$ cat src/design/acp_pkg.sv
package acp_pkg;
  localparam int ACP_AW = 4;
  localparam int ACP_DW = 32;
  localparam int ACP_CH = 16;
  // register byte addresses
  localparam logic [ACP_AW-1:0] ACP_OFS_CFG    = 4'h0;
  localparam logic [ACP_AW-1:0] ACP_OFS_PINLO  = 4'h4;
  localparam logic [ACP_AW-1:0] ACP_OFS_PINMID = 4'h8;
  localparam logic [ACP_AW-1:0] ACP_OFS_STAT   = 4'hc;
  localparam logic [7:0] ACP_RST_CFG = 8'h00;
  localparam logic [7:0] ACP_RST_PIN = 8'h00;
  // converter_config field positions
  localparam int ACP_LP_BIT  = 7;
  localparam int ACP_DIV_HI  = 6;
  localparam int ACP_DIV_LO  = 5;
  localparam int ACP_LS_BIT  = 4;
  localparam int ACP_MODE_HI = 3;
  localparam int ACP_MODE_LO = 2;
  localparam int ACP_SRC_HI  = 1;
  localparam int ACP_SRC_LO  = 0;
  // status fields
  localparam int ACP_ST_RSVD  = 0;
  localparam int ACP_ST_ASYNC = 1;
  localparam int ACP_ST_PH_LO = 2;
  localparam int ACP_ST_PH_HI = 4;
  localparam logic [1:0] ACP_SRC_BUS   = 2'h0;
  localparam logic [1:0] ACP_SRC_BUS2  = 2'h1;
  localparam logic [1:0] ACP_SRC_ALT   = 2'h2;
  localparam logic [1:0] ACP_SRC_ASYNC = 2'h3;
  localparam logic [1:0] ACP_MODE_8  = 2'h0;
  localparam logic [1:0] ACP_MODE_10 = 2'h2;
  localparam logic [1:0] ACP_RESP_OKAY   = 2'h0;
  localparam logic [1:0] ACP_RESP_SLVERR = 2'h2;
  typedef enum logic [2:0] {
    ACP_REG_CFG, ACP_REG_PINLO, ACP_REG_PINMID, ACP_REG_STAT, ACP_REG_NONE
  } acp_reg_t;
endpackage

$ cat src/design/acp_clkdiv.sv
`timescale 1ns/1ps
module acp_clkdiv
  import acp_pkg::*;
#(
  parameter int CNT_W = 3
) (
  input  wire logic             sys_clk,
  input  wire logic             rst_n,
  input  wire logic             restart,
  input  wire logic             tick_in,
  input  wire logic [1:0]       div_sel,
  output logic                  tick_out,
  output logic [CNT_W-1:0]      phase
);
  logic [CNT_W-1:0] cnt;
  logic [CNT_W-1:0] next_cnt;
  logic             next_tick;

  // code n divides by 2**n, so the terminal count is 2**n - 1
  function automatic logic [CNT_W-1:0] last_count(input logic [1:0] sel);
    last_count = CNT_W'((1 << sel) - 1);
  endfunction

  always_comb begin
    next_cnt  = cnt;
    next_tick = 1'b0;
    if (restart) begin
      next_cnt = '0;
    end else if (tick_in) begin
      if (cnt >= last_count(div_sel)) begin
        next_cnt  = '0;
        next_tick = 1'b1;
      end else begin
        next_cnt = cnt + CNT_W'(1);
      end
    end
  end

  always_ff @(posedge sys_clk or negedge rst_n) begin
    if (!rst_n) begin
      cnt      <= '0;
      tick_out <= 1'b0;
    end else begin
      cnt      <= next_cnt;
      tick_out <= next_tick;
    end
  end

  assign phase = cnt;

  AST_DIV_PERIOD: assert property (
    @(posedge sys_clk) disable iff (!rst_n || restart)
    (tick_in && div_sel == 2'h0) |=> tick_out)
    else $error("divide by one did not pass the input tick");
endmodule // acp_clkdiv

$ cat src/design/acp_top.sv
// Added by the designer: the address map and the AXI4-Lite register port.
`timescale 1ns/1ps
// What this block does
// - bit 7 picks low power or speed
// - bits 6:5 divide input clock 1/2/4/8
// - bit 4 picks long sample time
// - bits 3:2 select 8 or 10 bit
// - bits 1:0 pick input clock source
// - low pin register bits map channels 0-7
// - mid pin register bits map channels 8-15
// - set bit removes port control of pin
// - analog pin: hi-z, input zero, no pullup
// - reset selects the bus clock
// - async clock runs in wait and stop3
module acp_top
  import acp_pkg::*;
#(
  parameter int CH = ACP_CH
) (
  input  wire logic              sys_clk,
  input  wire logic              rst_n,
  input  wire logic [ACP_AW-1:0] s_axi_awaddr,
  input  wire logic              s_axi_awvalid,
  output logic                   s_axi_awready,
  input  wire logic [ACP_DW-1:0] s_axi_wdata,
  input  wire logic [3:0]        s_axi_wstrb,
  input  wire logic              s_axi_wvalid,
  output logic                   s_axi_wready,
  output logic [1:0]             s_axi_bresp,
  output logic                   s_axi_bvalid,
  input  wire logic              s_axi_bready,
  input  wire logic [ACP_AW-1:0] s_axi_araddr,
  input  wire logic              s_axi_arvalid,
  output logic                   s_axi_arready,
  output logic [ACP_DW-1:0]      s_axi_rdata,
  output logic [1:0]             s_axi_rresp,
  output logic                   s_axi_rvalid,
  input  wire logic              s_axi_rready,
  input  wire logic              alternate_clock,
  input  wire logic              async_conversion_clock,
  input  wire logic              wait_mode,
  input  wire logic              stop3_mode,
  output logic                   async_osc_enable,
  output logic                   converter_clock,
  output logic                   low_power_select,
  output logic                   long_sample_select,
  output logic                   mode_10bit,
  output logic                   mode_reserved,
  output logic [CH-1:0]          pin_analog,
  input  wire logic [CH-1:0]     port_out_data,
  input  wire logic [CH-1:0]     port_out_enable,
  input  wire logic [CH-1:0]     port_pullup_enable,
  input  wire logic [CH-1:0]     pin_in,
  output logic [CH-1:0]          pin_out,
  output logic [CH-1:0]          pin_oe,
  output logic [CH-1:0]          pin_pullup,
  output logic [CH-1:0]          port_read_data
);
  logic [7:0]        converter_config;
  logic [7:0]        pin_analog_select_low;
  logic [7:0]        pin_analog_select_mid;
  logic [7:0]        next_config;
  logic [7:0]        next_pin_low;
  logic [7:0]        next_pin_mid;
  logic              aw_held;
  logic              w_held;
  logic [ACP_AW-1:0] aw_addr;
  logic [7:0]        w_byte;
  logic              w_lane0;
  logic              next_aw_held;
  logic              next_w_held;
  logic [ACP_AW-1:0] next_aw_addr;
  logic [7:0]        next_w_byte;
  logic              next_w_lane0;
  logic              next_bvalid;
  logic [1:0]        next_bresp;
  logic              next_rvalid;
  logic [1:0]        next_rresp;
  logic [ACP_DW-1:0] next_rdata;
  logic              do_write;
  logic              cfg_write;
  logic              half_tick;
  logic              alt_prev;
  logic              async_prev;
  logic              src_tick;
  logic [2:0]        div_phase;
  logic [1:0]        clk_src;
  logic [1:0]        div_sel;
  logic [1:0]        conv_mode;
  logic [7:0]        status;

  function automatic acp_reg_t reg_decode(input logic [ACP_AW-1:0] a);
    case (a)
      ACP_OFS_CFG:    reg_decode = ACP_REG_CFG;
      ACP_OFS_PINLO:  reg_decode = ACP_REG_PINLO;
      ACP_OFS_PINMID: reg_decode = ACP_REG_PINMID;
      ACP_OFS_STAT:   reg_decode = ACP_REG_STAT;
      default:        reg_decode = ACP_REG_NONE;
    endcase
  endfunction

  assign clk_src   = converter_config[ACP_SRC_HI:ACP_SRC_LO];
  assign div_sel   = converter_config[ACP_DIV_HI:ACP_DIV_LO];
  assign conv_mode = converter_config[ACP_MODE_HI:ACP_MODE_LO];

  // write side: address and data are taken in either order or in the same cycle
  assign s_axi_awready = !aw_held && !s_axi_bvalid;
  assign s_axi_wready  = !w_held && !s_axi_bvalid;
  assign s_axi_arready = !s_axi_rvalid;
  assign do_write      = aw_held && w_held;
  assign cfg_write     = do_write && w_lane0
                         && reg_decode(aw_addr) == ACP_REG_CFG;

  always_comb begin
    next_aw_held = aw_held;
    next_w_held  = w_held;
    next_aw_addr = aw_addr;
    next_w_byte  = w_byte;
    next_w_lane0 = w_lane0;
    next_bvalid  = s_axi_bvalid;
    next_bresp   = s_axi_bresp;
    next_config  = converter_config;
    next_pin_low = pin_analog_select_low;
    next_pin_mid = pin_analog_select_mid;
    if (s_axi_awvalid && s_axi_awready) begin
      next_aw_held = 1'b1;
      next_aw_addr = s_axi_awaddr;
    end
    if (s_axi_wvalid && s_axi_wready) begin
      next_w_held  = 1'b1;
      next_w_byte  = s_axi_wdata[7:0];
      next_w_lane0 = s_axi_wstrb[0];
    end
    if (s_axi_bvalid && s_axi_bready) begin
      next_bvalid = 1'b0;
    end
    if (do_write) begin
      next_aw_held = 1'b0;
      next_w_held  = 1'b0;
      next_bvalid  = 1'b1;
      next_bresp   = ACP_RESP_OKAY;
      // registers are one byte wide, so only lane 0 carries data
      case (reg_decode(aw_addr))
        ACP_REG_CFG: begin
          if (w_lane0) next_config = w_byte;
        end
        ACP_REG_PINLO: begin
          if (w_lane0) next_pin_low = w_byte;
        end
        ACP_REG_PINMID: begin
          if (w_lane0) next_pin_mid = w_byte;
        end
        ACP_REG_STAT: begin
          next_bresp = ACP_RESP_OKAY;
        end
        default: begin
          next_bresp = ACP_RESP_SLVERR;
        end
      endcase
    end
  end

  always_ff @(posedge sys_clk or negedge rst_n) begin
    if (!rst_n) begin
      aw_held               <= 1'b0;
      w_held                <= 1'b0;
      aw_addr               <= '0;
      w_byte                <= '0;
      w_lane0               <= 1'b0;
      s_axi_bvalid          <= 1'b0;
      s_axi_bresp           <= ACP_RESP_OKAY;
      converter_config      <= ACP_RST_CFG;
      pin_analog_select_low <= ACP_RST_PIN;
      pin_analog_select_mid <= ACP_RST_PIN;
    end else begin
      aw_held               <= next_aw_held;
      w_held                <= next_w_held;
      aw_addr               <= next_aw_addr;
      w_byte                <= next_w_byte;
      w_lane0               <= next_w_lane0;
      s_axi_bvalid          <= next_bvalid;
      s_axi_bresp           <= next_bresp;
      converter_config      <= next_config;
      pin_analog_select_low <= next_pin_low;
      pin_analog_select_mid <= next_pin_mid;
    end
  end

  // read side
  assign status = {3'h0, div_phase, async_osc_enable, mode_reserved};

  always_comb begin
    next_rvalid = s_axi_rvalid;
    next_rresp  = s_axi_rresp;
    next_rdata  = s_axi_rdata;
    if (s_axi_rvalid && s_axi_rready) begin
      next_rvalid = 1'b0;
    end
    if (s_axi_arvalid && s_axi_arready) begin
      next_rvalid = 1'b1;
      next_rresp  = ACP_RESP_OKAY;
      case (reg_decode(s_axi_araddr))
        ACP_REG_CFG:    next_rdata = {24'h0, converter_config};
        ACP_REG_PINLO:  next_rdata = {24'h0, pin_analog_select_low};
        ACP_REG_PINMID: next_rdata = {24'h0, pin_analog_select_mid};
        ACP_REG_STAT:   next_rdata = {24'h0, status};
        default: begin
          next_rdata = '0;
          next_rresp = ACP_RESP_SLVERR;
        end
      endcase
    end
  end

  always_ff @(posedge sys_clk or negedge rst_n) begin
    if (!rst_n) begin
      s_axi_rvalid <= 1'b0;
      s_axi_rresp  <= ACP_RESP_OKAY;
      s_axi_rdata  <= '0;
    end else begin
      s_axi_rvalid <= next_rvalid;
      s_axi_rresp  <= next_rresp;
      s_axi_rdata  <= next_rdata;
    end
  end

  // clock source selection; bus-derived sources halt in stop3
  always_ff @(posedge sys_clk or negedge rst_n) begin
    if (!rst_n) begin
      half_tick  <= 1'b0;
      alt_prev   <= 1'b0;
      async_prev <= 1'b0;
    end else begin
      half_tick  <= !half_tick;
      alt_prev   <= alternate_clock;
      async_prev <= async_conversion_clock;
    end
  end

  always_comb begin
    case (clk_src)
      ACP_SRC_BUS:   src_tick = !stop3_mode;
      ACP_SRC_BUS2:  src_tick = !stop3_mode && half_tick;
      ACP_SRC_ALT:   src_tick = !stop3_mode && alternate_clock
                                && !alt_prev;
      ACP_SRC_ASYNC: src_tick = async_conversion_clock && !async_prev;
      default:       src_tick = 1'b0;
    endcase
  end

  // async oscillator stays on through wait and stop3 once selected
  assign async_osc_enable = clk_src == ACP_SRC_ASYNC;

  // divider restarts on a config write so a new ratio begins cleanly
  acp_clkdiv #(.CNT_W(3)) u_div (
    .sys_clk  (sys_clk),
    .rst_n    (rst_n),
    .restart  (cfg_write),
    .tick_in  (src_tick),
    .div_sel  (div_sel),
    .tick_out (converter_clock),
    .phase    (div_phase)
  );

  assign low_power_select   = converter_config[ACP_LP_BIT];
  assign long_sample_select = converter_config[ACP_LS_BIT];
  assign mode_10bit         = conv_mode == ACP_MODE_10;
  assign mode_reserved      = conv_mode[0];
  assign pin_analog = {pin_analog_select_mid, pin_analog_select_low};

  genvar g;
  generate
    for (g = 0; g < CH; g++) begin : g_pin
      // an analog pin is cut off from the port completely
      assign pin_oe[g]     = !pin_analog[g] && port_out_enable[g];
      assign pin_out[g]    = !pin_analog[g] && port_out_data[g];
      assign pin_pullup[g] = !pin_analog[g]
                             && port_pullup_enable[g];
      assign port_read_data[g] = !pin_analog[g] && pin_in[g];
    end
  endgenerate

  AST_RESET_CLEAR: assert property (
    @(posedge sys_clk) $rose(rst_n) |->
      converter_config == 8'h00 && pin_analog == '0)
    else $error("registers not cleared by reset");
  AST_RESET_BUS_SRC: assert property (
    @(posedge sys_clk) $rose(rst_n) |-> clk_src == ACP_SRC_BUS)
    else $error("bus clock not selected after reset");
  AST_LP_WRITE: assert property (
    @(posedge sys_clk) disable iff (!rst_n)
    cfg_write |=> low_power_select == $past(w_byte[ACP_LP_BIT]))
    else $error("low power bit did not follow write");
  AST_DIV8: assert property (
    @(posedge sys_clk) disable iff (!rst_n || cfg_write || stop3_mode)
    (converter_clock && clk_src == ACP_SRC_BUS && div_sel == 2'h3)
      |=> !converter_clock [*7] ##1 converter_clock)
    else $error("divide by eight period wrong");
  AST_LS_CFG: assert property (
    @(posedge sys_clk) disable iff (!rst_n)
    cfg_write |=> long_sample_select == $past(w_byte[ACP_LS_BIT]))
    else $error("sample time bit did not follow write");
  AST_MODE: assert property (
    @(posedge sys_clk) disable iff (!rst_n)
    mode_10bit |-> conv_mode == 2'h2 && !mode_reserved)
    else $error("mode decode wrong");
  AST_ALT_SRC: assert property (
    @(posedge sys_clk) disable iff (!rst_n)
    (clk_src == ACP_SRC_ALT && !stop3_mode)
      |-> src_tick == (alternate_clock && !alt_prev))
    else $error("alternate clock edge not used");
  AST_PINLO_MAP: assert property (
    @(posedge sys_clk) disable iff (!rst_n)
    (do_write && w_lane0 && reg_decode(aw_addr) == ACP_REG_PINLO)
      |=> pin_analog[7:0] == $past(w_byte))
    else $error("low pin bits not mapped to channels 0-7");
  AST_PINMID_MAP: assert property (
    @(posedge sys_clk) disable iff (!rst_n)
    (do_write && w_lane0 && reg_decode(aw_addr) == ACP_REG_PINMID)
      |=> pin_analog[15:8] == $past(w_byte))
    else $error("mid pin bits not mapped to channels 8-15");
  AST_PORT_KEEP: assert property (
    @(posedge sys_clk) disable iff (!rst_n)
    pin_analog == '0 |-> pin_oe == port_out_enable
      && port_read_data == pin_in)
    else $error("port control lost on digital pin");
  AST_ANALOG_OFF: assert property (
    @(posedge sys_clk) disable iff (!rst_n)
    pin_analog[0] |-> !pin_oe[0] && !pin_pullup[0] && !port_read_data[0])
    else $error("analog pin still driven or read");
  AST_ASYNC_STOP3: assert property (
    @(posedge sys_clk) disable iff (!rst_n)
    (clk_src == ACP_SRC_ASYNC && (stop3_mode || wait_mode))
      |-> async_osc_enable)
    else $error("async clock halted in low power mode");
  COV_WRITE_CFG: cover property (@(posedge sys_clk) cfg_write);
  COV_ASYNC_STOP3: cover property (
    @(posedge sys_clk) async_osc_enable && stop3_mode && converter_clock);
  COV_READ_ERR: cover property (
    @(posedge sys_clk) s_axi_rvalid && s_axi_rresp == ACP_RESP_SLVERR);
endmodule // acp_top

$ cat config.mk
export PLATFORM = sky130hd
export DESIGN_NAME = acp_top
export DESIGN_NICKNAME = d
export VERILOG_FILES = /design/src/design/acp_pkg.sv /design/src/design/acp_clkdiv.sv /design/src/design/acp_top.sv
export SDC_FILE = /design/constraint.sdc
export NUM_CORES = 1
export LEC_CHECK = 0
export BUFFER_PORTS_ARGS = -buffer_cell sky130_fd_sc_hd__buf_4
export CAP_MARGIN = 20
export CORE_AREA = 2 2 96 98
export DETAILED_ROUTE_END_ITERATION = 10
export DIE_AREA = 0 0 98 100
export PLACE_DENSITY = 0.81
export RECOVER_POWER = 25
export SYNTH_ARGS = -nofsm -noshare
export SYNTH_HDL_FRONTEND = slang
export SYNTH_SLANG_ARGS = --single-unit
$ cat constraint.sdc
create_clock -name sys_clk -period 5.25 [get_ports sys_clk]
set_clock_uncertainty 0.15 [all_clocks]
set_input_delay 0.2625 -clock sys_clk [delete_from_list [all_inputs] [get_ports sys_clk]]
set_output_delay 0.2625 -clock sys_clk [all_outputs]
set_load 0.02 [all_outputs]
## Word level (Yosys, flattened, before mapping)

Cells that the tools add are included.

| word-level totals | value |
|---|---|
| bits in registers | 84 |
| input bits | 119 |
| output and inout bits | 127 |
| word-level logic and storage cells | 178 |

| operators by class | value |
|---|---|
| add/sub/neg operators | 2 |
| order comparisons | 1 |
| equality and inequality tests | 16 |
| shifts and indexed selects | 1 |
| muxes and demuxes | 22 |
| reductions and logical operators | 118 |

Operators by type and width:

| kind | number |
|---|---|
| $logic_and 1x1->1 | 78 |
| $pmux 8 s4 | 1 |
| $logic_not 1->1 | 24 |
| $pmux 3 s4 | 2 |
| $eq 4x4->1 const B | 4 |
| $mux 3 | 5 |
| $eq 3x2->1 const B | 4 |
| $mux 1 | 11 |
| $reduce_bool 2->1 | 5 |
| $logic_not 3->1 | 3 |
| $reduce_and 3->1 | 3 |
| $eq 4x3->1 const B | 2 |
| $logic_not 4->1 | 2 |
| $reduce_or 4->1 | 2 |
| $eq 2x2->1 const B | 3 |
| $eq 3x1->1 const B | 2 |
| $mux 2 | 2 |
| $pmux 1 s4 | 1 |
| $add 3x1->3 const B | 1 |
| $ge 3x3->1 | 1 |
| $shl 1x2->3 const A | 1 |
| $sub 3x2->3 const B | 1 |
| $eq 2x1->1 const B | 1 |
| $logic_not 2->1 | 1 |

## Depth between registers and ports, before layout

Gate-level depths: netlist (run 1).

| logic depth | value |
|---|---|
| word-level depth | 6 |
| depth in mapped cells | 7 |

## Hierarchy

From an unflattened synthesis (run 1), not the netlist that was laid out.

| unflattened totals | value |
|---|---|
| cells, all modules | 272 |
| area total of the unflattened synthesis | 3174.3 um^2 |

By module, submodules not included:

| module | instances | cells an instance | area each (um^2) | sequential area each (um^2) |
|---|---|---|---|---|
| acp_top | 1 | 244 | 2882.8 | 1351.3 |
| acp_clkdiv | 1 | 28 | 291.5 | 100.1 |

## Least setup slack after synthesis (run 1)

No wires, ideal clock.

| timing path | value |
|---|---|
| path kind | reg-to-reg |
| start | register converter_config[5] |
| end | register u_div.cnt[2] (netlist: u_div.phase[2]) |
| arrival | 1.675 ns |
| slack | 3.347 ns |
| stages on the path, launching flop included | 8 |
| path buffers | 0 |
| period minus slack after synthesis | 1.903 ns |
| path through | dfrtp_1 or2_2 ha_1 nand2b_1 a31oi_1 nor2b_1 o21ai_0 a21oi_1 |

| between the ends | value |
|---|---|
| longest elaborated chain between the ends | 6 |

RTL lines:

| element | RTL line | RTL |
|---|---|---|
| from (decl) | acp_top.sv:59 | `logic [7:0] converter_config;` |
| from (signal assigned) | acp_top.sv:183 | `converter_config <= next_config;` |
| $shl 1x2->3 | acp_clkdiv.sv:21 | `last_count = CNT_W'((1 << sel) - 1);` |
| $sub 3x2->3 | acp_clkdiv.sv:21 |  |
| $ge 3x3->1 | acp_clkdiv.sv:30 | `if (cnt >= last_count(div_sel)) begin` |
| $mux 3 | acp_clkdiv.sv:30 |  |
| $mux 3 | acp_clkdiv.sv:29 | `end else if (tick_in) begin` |
| $mux 3 | acp_clkdiv.sv:27 | `if (restart) begin` |
| to (signal assigned) | acp_clkdiv.sv:44 | `cnt <= next_cnt;` |
| to (decl) | acp_clkdiv.sv:15 | `logic [CNT_W-1:0] cnt;` |

No other way between the ends. The select of a mux whose other input is x is not followed.
A chain may end at the register's enable or synchronous reset.

## Final worst setup path (run 1)

Same ends and word-level chain as after synthesis.

==> impl_summary.log, run 1 <==
INFO  metric detailroute.via_count = 2686
INFO  metric cp_data_arrival_time = 2.18 ns
INFO  metric root_buffer = sky130_fd_sc_hd__clkbuf_8
INFO  metric yosysWarningCount = 0
INFO  metric clk_pin_slew_worst_paths = 0.07 ns
INFO  metric path_class = flip-flop to flip-flop
INFO  metric detail_route.drc_violations = 0
INFO  metric worstMarginPinSlew = 0.8905 ns
INFO  metric globalRoute.totalOverflow = 0
INFO  metric worst-r2r-setup-slack = 3.17 ns
INFO  metric met3RoutedLength = 596 um
INFO  metric synth_area_per_cell = 11.51 um^2
INFO  metric synthTopCellsByArea = sky130_fd_sc_hd__dfrtp_1 47%, sky130_fd_sc_hd__nor2b_1 13%, sky130_fd_sc_hd__mux2_2 13%
INFO  metric synth_largest_area_cell = sky130_fd_sc_hd__dfrtp_1
INFO  metric maximum_buffer_depth_of_the_clock_tree = 2
INFO  metric crit_path_end_kind = flip-flop
INFO  metric timing.final.crit_share = 0.3953
INFO  metric grt_pass1_vias = 2563
INFO  metric starting_density_of_the_core = 0.3495
INFO  metric top_level_ports = 246
INFO  metric fraction_of_post_synthesis_cell_area_in_the_top_cell_type_by_area = 0.4672
INFO  metric detailroute.wirelength.met2 = 4.258 mm
INFO  metric final-hold-violation-count = 0
INFO  metric clock_latency = 0.33 ns
INFO  metric post-route-min-period = 2.075 ns
INFO  metric nNetsFinal = 596
INFO  metric critical-path-max-stage-delay = 0.40 ns
INFO  metric cts_max_level = 3
INFO  metric min_path_type = input port to flip-flop
INFO  metric route.final.wire_length = 8.214 mm
INFO  metric detail_route.first_pass.iterations = 4
INFO  metric synth.ff_latch_count = 58
INFO  metric fraction_of_layout_cells_with_a_size_suffix_above_1 = 0.4979
INFO  metric pin_count_of_the_biggest_net_entering_global_routing = 59
INFO  metric gpl.final_weighted_congestion = 0.7469
INFO  metric leakage_power = 0.002450 uW
INFO  metric worst_ep_required_time = 5.35 ns
INFO  metric slew_headroom = 0.4018
INFO  metric area.growth.synth_to_final = 54.13%
INFO  metric ant_nets = 0
INFO  metric outcome = finished, final reports clean
INFO  metric utilization = 0.5386
INFO  metric cts_inserted_buffers = 9
INFO  metric syn_area = 3107 um^2
INFO  metric worst_supply_voltage_drop_on_vdd = 0.0002803 V
INFO  metric max_cap_violations = 0
INFO  metric die-height = 100 um
INFO  metric detailed_place_hpwl = 6.174 mm
INFO  metric ant_cells = 0
INFO  metric worst-r2r-cell-count = 7
INFO  metric r2r-start = converter_config[5]
INFO  metric post-cts-setup-buffer-count = 0
INFO  metric core_footprint = 8890 um^2
INFO  metric drt-initial-drc-count = 64
INFO  metric route.top_layer_used = met4
INFO  metric floorplan.rows = 35
INFO  metric netlist_instances = 270
INFO  metric grt_setup_unrepaired = false
INFO  metric die_x = 98 um
INFO  metric fillers = 802
INFO  metric cts_hold_buf = 8
INFO  metric initial_antenna_violation_count = 0
INFO  metric critical_path.cell_chain = or2_2 -> ha_1 -> nand2b_1 -> a31oi_1 -> nor2b_1 -> o21ai_0 -> a21oi_1
INFO  metric setup_viol = 0
INFO  metric synth_seq_area_share = 0.4672
INFO  metric global_route_wire_length_before_repair = 12.59 mm
INFO  metric achievable-frequency = 0.4818 GHz
INFO  metric critPathMaxFanout = 5
INFO  metric tritoncts = done
INFO  metric timing.rr.end = u_div.phase[2]
INFO  metric critical_path.slowest_cell = sky130_fd_sc_hd__dfrtp_1
INFO  metric origin_of_the_worst_setup_path = converter_config[5]
INFO  metric avgViaCountPerCell = 4.560
INFO  metric post_cts_resize_count = 0
INFO  metric grt_use_total = 0.1635
INFO  metric post_synth_num_cell_types = 32
INFO  metric slew_violations = 0
INFO  metric setup.worst_path.start_class = flip-flop
INFO  metric cts.sink_count = 58
INFO  metric numPortBuffers = 191
INFO  metric wl_per_cell = 13.95 um
INFO  metric setup_tns = 0 ns
INFO  metric cp-endpoint = u_div.phase[2]
INFO  metric met1Wirelength = 3.271 mm
INFO  metric power_density = 483.6 nW/um^2
INFO  metric overall_die_area = 9800 um^2
## cells in the mapped netlist
cell                        number
sky130_fd_sc_hd__a22o_1          8
sky130_fd_sc_hd__nor3_2          1
sky130_fd_sc_hd__a31oi_1         1
sky130_fd_sc_hd__mux2_2         36
sky130_fd_sc_hd__mux2i_1         4
sky130_fd_sc_hd__nand2b_1        2
sky130_fd_sc_hd__a211oi_1        1
sky130_fd_sc_hd__conb_1          1
sky130_fd_sc_hd__o21bai_1        1
sky130_fd_sc_hd__a21o_1          2
sky130_fd_sc_hd__ha_1            4
sky130_fd_sc_hd__nand2_2         1
sky130_fd_sc_hd__a311oi_2        1
sky130_fd_sc_hd__and2_1          4
sky130_fd_sc_hd__or2_2           1
sky130_fd_sc_hd__nor3_1          3
sky130_fd_sc_hd__mux4_2          5
sky130_fd_sc_hd__a21oi_1         3
sky130_fd_sc_hd__o21ai_0         8
sky130_fd_sc_hd__nand4bb_1       1
sky130_fd_sc_hd__nor2_1          3
sky130_fd_sc_hd__inv_1           8
sky130_fd_sc_hd__clkbuf_1        3
sky130_fd_sc_hd__nand2_1        10
sky130_fd_sc_hd__nor2_2          1
sky130_fd_sc_hd__dfrtp_1        58
sky130_fd_sc_hd__nor4b_4         1
sky130_fd_sc_hd__nand3b_1        1
sky130_fd_sc_hd__nor2b_1        67
sky130_fd_sc_hd__buf_4          27
sky130_fd_sc_hd__buf_2           2
sky130_fd_sc_hd__nor4_4          1
## power by group
part / total, uW / switching, uW / internal [uW] / leakage (uW)
sequential: 798 / 192 / 606 / 0.000748
clock: 453 / 175 / 279 / 0.000109
combinational: 1060 / 551 / 514 / 0.00159
total: 2320 / 917 / 1400 / 0.00245
## area by class of cell
class,count,area [um^2],share of cell area
Timing Repair Buffer,199,1454,0.3036
Clock buffer,11,141.4,0.02953
Multi-Input combinational cell,197,1495,0.3123
Tap cell,111,138.9,0.02900
Clock inverter,5,77.57,0.01620
Inverter,8,30.03,0.006271
Sequential cell,58,1451,0.3031
## worst min-delay path by stage
| stage | from | endpoint | cells past startpoint |
|---|---|---|---|
| after global placement | rst_n | w_byte[7] | 1 |
| final | s_axi_wdata[2] | w_byte[2] | 2 |
| after CTS | s_axi_wdata[2] | w_byte[2] | 2 |
| after detailed placement | rst_n | w_byte[7] | 1 |
| after floorplan | rst_n | alt_prev | 0 |
| after global routing | s_axi_wdata[4] | w_byte[4] | 2 |
## critical path: cells and delay by family (launching register included)
kind	cells	cell delay, ns
simple gates	3	0.63
compound gates	3	0.55
fa+ha+maj	1	0.26
flops	1	0.40
## state kept, by name (all words and copies together), names as in the netlist, 3 cells and up
signal,count
aw_addr,4
converter_config,8
pin_analog_select_low,8
pin_analog_select_mid,8
s_axi_rdata,8
u_div.phase,3
w_byte,8
## per-layer routing
metal	vias up	track usage
met5	-	0
met4	0	0.05128
li1	1270	-
met2	128	0.2819
met3	8	0.04875
met1	1280	0.1979
## placed cells by master (no fill, tap or decap), drive strengths merged, types with 2 or more instances in the layout
cell type	count
buf	174
nor2b	67
dfrtp	58
mux2	36
clkbuf	28
conb	26
nand2	11
inv	8
o21ai	8
a22o	8
dlygate4sd3	8
mux4	5
mux2i	4
ha	4
and2	4
nor2	4
nor3	4
a21oi	3
nand2b	2
a21o	2
bufinv	2
clkinv	2
## through the flow
stage | instance area [um^2] | hold slack [ns] | total power [uW] | instances | worst slack (ns)
finish | 4788 | 0.01804 | 2316 | 589 | 3.175
global route | 4788 | 0.003240 | 2456 | 589 | 3.014
CTS | 4848 | 0.001853 | 2365 | 589 | 3.131
detailed placement | 4549 | 0.2238 | 1902 | 565 | 3.140
global placement | 4549 | 0.2191 | 1861 | 565 | 3.183
floorplan | 3201 | -0.1831 | 1419 | 295 | 3.347
## cell families after synthesis
logic type      Yosys count  synth area share
other cells               1          0.001207
buf+inv                  40           0.08175
mux                      45            0.1796
simple gates             97            0.1973
fa+ha+maj                 4           0.01611
compound gates           25           0.05679
flops                    58            0.4672
Note: power is estimated with default switching activity, not from simulation.
==> inputs of run 2 (changes only) <==
--- a/config.mk
+++ b/config.mk
@@ -5,12 +5,13 @@
 export SDC_FILE = /design/constraint.sdc
 export NUM_CORES = 1
 export LEC_CHECK = 0
+export ABC_AREA = 1
 export BUFFER_PORTS_ARGS = -buffer_cell sky130_fd_sc_hd__buf_4
 export CAP_MARGIN = 20
-export CORE_AREA = 2 2 96 98
+export CORE_AREA = 2 2 94 96
 export DETAILED_ROUTE_END_ITERATION = 10
-export DIE_AREA = 0 0 98 100
-export PLACE_DENSITY = 0.81
+export DIE_AREA = 0 0 96 98
+export PLACE_DENSITY = 0.87
 export RECOVER_POWER = 25
 export SYNTH_ARGS = -nofsm -noshare
 export SYNTH_HDL_FRONTEND = slang
==> constraint.sdc (replaced) <==
create_clock -name sys_clk -period 2.07 [get_ports sys_clk]
set_clock_uncertainty 0.15 [all_clocks]
set_input_delay 0.1035 -clock sys_clk [delete_from_list [all_inputs] [get_ports sys_clk]]
set_output_delay 0.1035 -clock sys_clk [all_outputs]
set_load 0.02 [all_outputs]
==> run 2 against run 1 <==
  * Clock power increased by 140%
  * Synthesized area grew 9.0%
  * Cell count grew 32%
  * Count of clock-buffer cells in the layout is 1 higher
  * Die area down 4.0%
  * Sequential power grew to 2.5 times the previous value
  * Critical endpoint unchanged
  * Highest routed layer unchanged
==> impl_summary.log, run 2 <==
INFO  metric fraction_of_post_synthesis_cell_area_in_the_top_cell_type_by_area = 0.4287
INFO  metric critical-path-max-stage-delay = 0.48 ns
INFO  metric slew_violations = 0
INFO  metric route.final.wire_length = 10.13 mm
INFO  metric timing.hold.worst_path_depth = 4
INFO  metric root_buffer = sky130_fd_sc_hd__clkbuf_8
INFO  metric final-hold-violation-count = 0
INFO  metric numPortBuffers = 191
INFO  metric gpl.final_weighted_congestion = 0.8073
INFO  metric cp-endpoint = u_div.phase[2]
INFO  metric synth.ff_latch_count = 58
INFO  metric number_of_instances_in_the_placed_design = 741
INFO  metric cts.sink_count = 58
INFO  metric multiplexer_fraction_of_the_synthesized_cell_area = 0.009978
INFO  metric synth_seq_area_share = 0.4287
INFO  metric critical_path.slowest_cell = sky130_fd_sc_hd__nor2_1
INFO  metric drt-initial-drc-count = 201
INFO  metric overall_die_area = 9408 um^2
INFO  metric synth-xor-area-share = 0.002587
INFO  metric ant_cells = 0
INFO  metric outcome = finished, final reports clean
INFO  metric most-common-layout-cells = 190 x sky130_fd_sc_hd__buf_4, 92 x sky130_fd_sc_hd__inv_1, 88 x sky130_fd_sc_hd__nor2_1
INFO  metric syn_area = 3386 um^2
INFO  metric setup_viol = 0
INFO  metric worst_ep_required_time = 2.16 ns
INFO  metric post_synth_num_cell_types = 25
INFO  metric crit_cells = 4
INFO  metric synth_area_per_cell = 7.541 um^2
INFO  metric max_cap_violations = 0
INFO  metric detailroute.via_count = 3584
INFO  metric origin_of_the_worst_setup_path = aw_addr[1]
INFO  metric die-height = 98 um
INFO  metric power_density = 1171 nW/um^2
INFO  metric clk_pin_slew_worst_paths = 0.07 ns
INFO  metric grt_use_total = 0.2158
INFO  metric synth_top_family_by_area = simple AND/OR/NAND/NOR gates
INFO  metric synthSimpleGateAreaFrac = 0.2768
INFO  metric globalRoute.totalOverflow = 0
INFO  metric maximum_buffer_depth_of_the_clock_tree = 2
INFO  metric path_class = flip-flop to flip-flop
INFO  metric initial_antenna_violation_count = 0
INFO  metric utilization = 0.6119
INFO  metric layout.cells.most_common = sky130_fd_sc_hd__buf_4
INFO  metric synth.most_common_cell = sky130_fd_sc_hd__inv_1
INFO  metric synth.top_cells.by_count = 92 x sky130_fd_sc_hd__inv_1, 87 x sky130_fd_sc_hd__nor2_1, 73 x sky130_fd_sc_hd__nand2_1, 58 x sky130_fd_sc_hd__dfrtp_1, 36 x sky130_fd_sc_hd__nand3_1
INFO  metric global_route_wire_length_before_repair = 15.69 mm
INFO  metric post_synth_fa_ha_maj_area_fraction = 0.01478
INFO  metric crit_family = simple AND/OR/NAND/NOR gates
INFO  metric cts_inserted_buffers = 9
INFO  metric clock_latency = 0.35 ns
INFO  metric area.growth.synth_to_final = 52.99%
INFO  metric postSynth.asyncResetShare = 1.000
INFO  metric worstMarginPinSlew = 1.390 ns
INFO  metric detail_route.first_pass.iterations = 5
INFO  metric worst-r2r-setup-slack = 0.30 ns
INFO  metric cts_max_level = 3
INFO  metric netlist_instances = 449
INFO  metric worst-r2r-cell-count = 4
INFO  metric min_path_type = input port to flip-flop
INFO  metric yosysWarningCount = 0
INFO  metric synth_compound_area_frac = 0.08758
INFO  metric cp_data_arrival_time = 1.85 ns
INFO  metric grt_setup_unrepaired = false
INFO  metric achievable-frequency = 0.5656 GHz
INFO  metric critPathMaxFanout = 23
INFO  metric timing.rr.end = u_div.phase[2]
INFO  metric wl_per_cell = 13.05 um
INFO  metric slew_headroom = 0.07334
INFO  metric worst_supply_voltage_drop_on_vdd = 0.0008355 V
INFO  metric r2r-start = aw_addr[1]
INFO  metric post-route-min-period = 1.768 ns
INFO  metric final_cell_count_without_fillers = 776
INFO  metric detail_route.drc_violations = 0
INFO  metric synthFlopType = sky130_fd_sc_hd__dfrtp_1
INFO  metric nNetsFinal = 786
INFO  metric leakage_power = 0.003078 uW
INFO  metric synthTopCellsByArea = sky130_fd_sc_hd__dfrtp_1 43%, sky130_fd_sc_hd__inv_1 10%, sky130_fd_sc_hd__nor2_1 9.6%
INFO  metric top_level_ports = 246
INFO  metric fraction_of_layout_cells_with_a_size_suffix_above_1 = 0.3548
INFO  metric detailed_place_hpwl = 7.652 mm
INFO  metric avgViaCountPerCell = 4.619
INFO  metric crit_buf_inv = 0
INFO  metric ant_nets = 0
INFO  metric fillers = 716
INFO  metric floorplan.rows = 34
INFO  metric setup.worst_path.start_class = flip-flop
INFO  metric finalPower = 6067 uW
INFO  metric post-cts-setup-buffer-count = 0
INFO  metric die_x = 96 um
INFO  metric synth_largest_area_cell = sky130_fd_sc_hd__dfrtp_1
INFO  metric tritoncts = done
INFO  metric synth_enable_flop_cells = 0
INFO  metric crit_path_end_kind = flip-flop
INFO  metric setup_tns = 0 ns
INFO  metric timing.final.crit_share = 0.8541
INFO  metric critical_path.cell_chain = nor2_1 -> nand3_4 -> nand4_1 -> nand2_1
INFO  metric core_footprint = 8466 um^2
INFO  metric starting_density_of_the_core = 0.3999
INFO  metric grt_pass1_vias = 3454
INFO  metric pin_count_of_the_biggest_net_entering_global_routing = 59
## run 2: cell count changes after synthesis, moves of 6 or more
cell                      delta
sky130_fd_sc_hd__a21oi_1     +8
sky130_fd_sc_hd__a22o_1      -8
sky130_fd_sc_hd__inv_1      +84
sky130_fd_sc_hd__mux2_2     -33
sky130_fd_sc_hd__nand2_1    +63
sky130_fd_sc_hd__nand3_1    +36
sky130_fd_sc_hd__nor2_1     +84
sky130_fd_sc_hd__nor2b_1    -67
sky130_fd_sc_hd__o21ai_1     +6
sky130_fd_sc_hd__o21ai_2    +19
## run 2: cell type report
class	count	area [um^2]	area share
clock buffers	12	155.1	0.02995
clock inverters	4	50.05	0.009662
flip-flops and latches	58	1451	0.2802
well taps	108	135.1	0.02609
repair buffers	212	1629	0.3145
multi-input cells	290	1414	0.2729
inverters	92	345.3	0.06667
## run 2: layer usage
metal,track usage,part of all wire
met1,0.2306,0.36
met2,0.3884,0.53
met3,0.05864,0.084
met4,0.09451,0.027
met5,0,0
## run 2: worst min-delay path: stages
cell and delay, ns:
sky130_fd_sc_hd__buf_4 0.08, sky130_fd_sc_hd__nand2_1 0.06, sky130_fd_sc_hd__buf_4 0.17, sky130_fd_sc_hd__o21ai_0 0.08
## run 2: cell families after synthesis
family / after synthesis
simple gates: 211
compound gates: 45
fa+ha+maj: 4
mux: 3
other cells: 1
xor+xnor: 1
buf+inv: 126
flops: 58
## run 2: stage by stage
stage,hold slack [ns],cell area (um^2),setup slack (ns)
final,0.03227,5180,0.3019
after global routing,0.06994,5180,0.1798
after detailed placement,0.05211,4805,0.3591
after global placement,0.03877,4805,0.4571
after CTS,0.02933,5200,0.3499
after floorplan,-0.3421,3480,0.4757
## run 2: power breakdown
group	internal, uW	switching, uW
registers	1540	490
logic	1210	1760
clock network	619	455
total	3360	2700
## run 2: worst min-delay path by stage
stage | end | slack (ns) | from
global route | s_axi_rvalid | 0.07 | s_axi_arvalid
floorplan | alt_prev | -0.34 | rst_n
global placement | w_byte[7] | 0.04 | rst_n
CTS | u_div.phase[0] | 0.03 | stop3_mode
finish | s_axi_rvalid | 0.03 | s_axi_arvalid
detailed placement | s_axi_bvalid | 0.05 | rst_n
## run 2: repair_timing
item | in CTS | in global routing
setup endpoints to repair | 0 | 0
endpoints found under the hold margin | 76 | 0
hold buffers | 19 | 0
resized for setup | 0 | 0
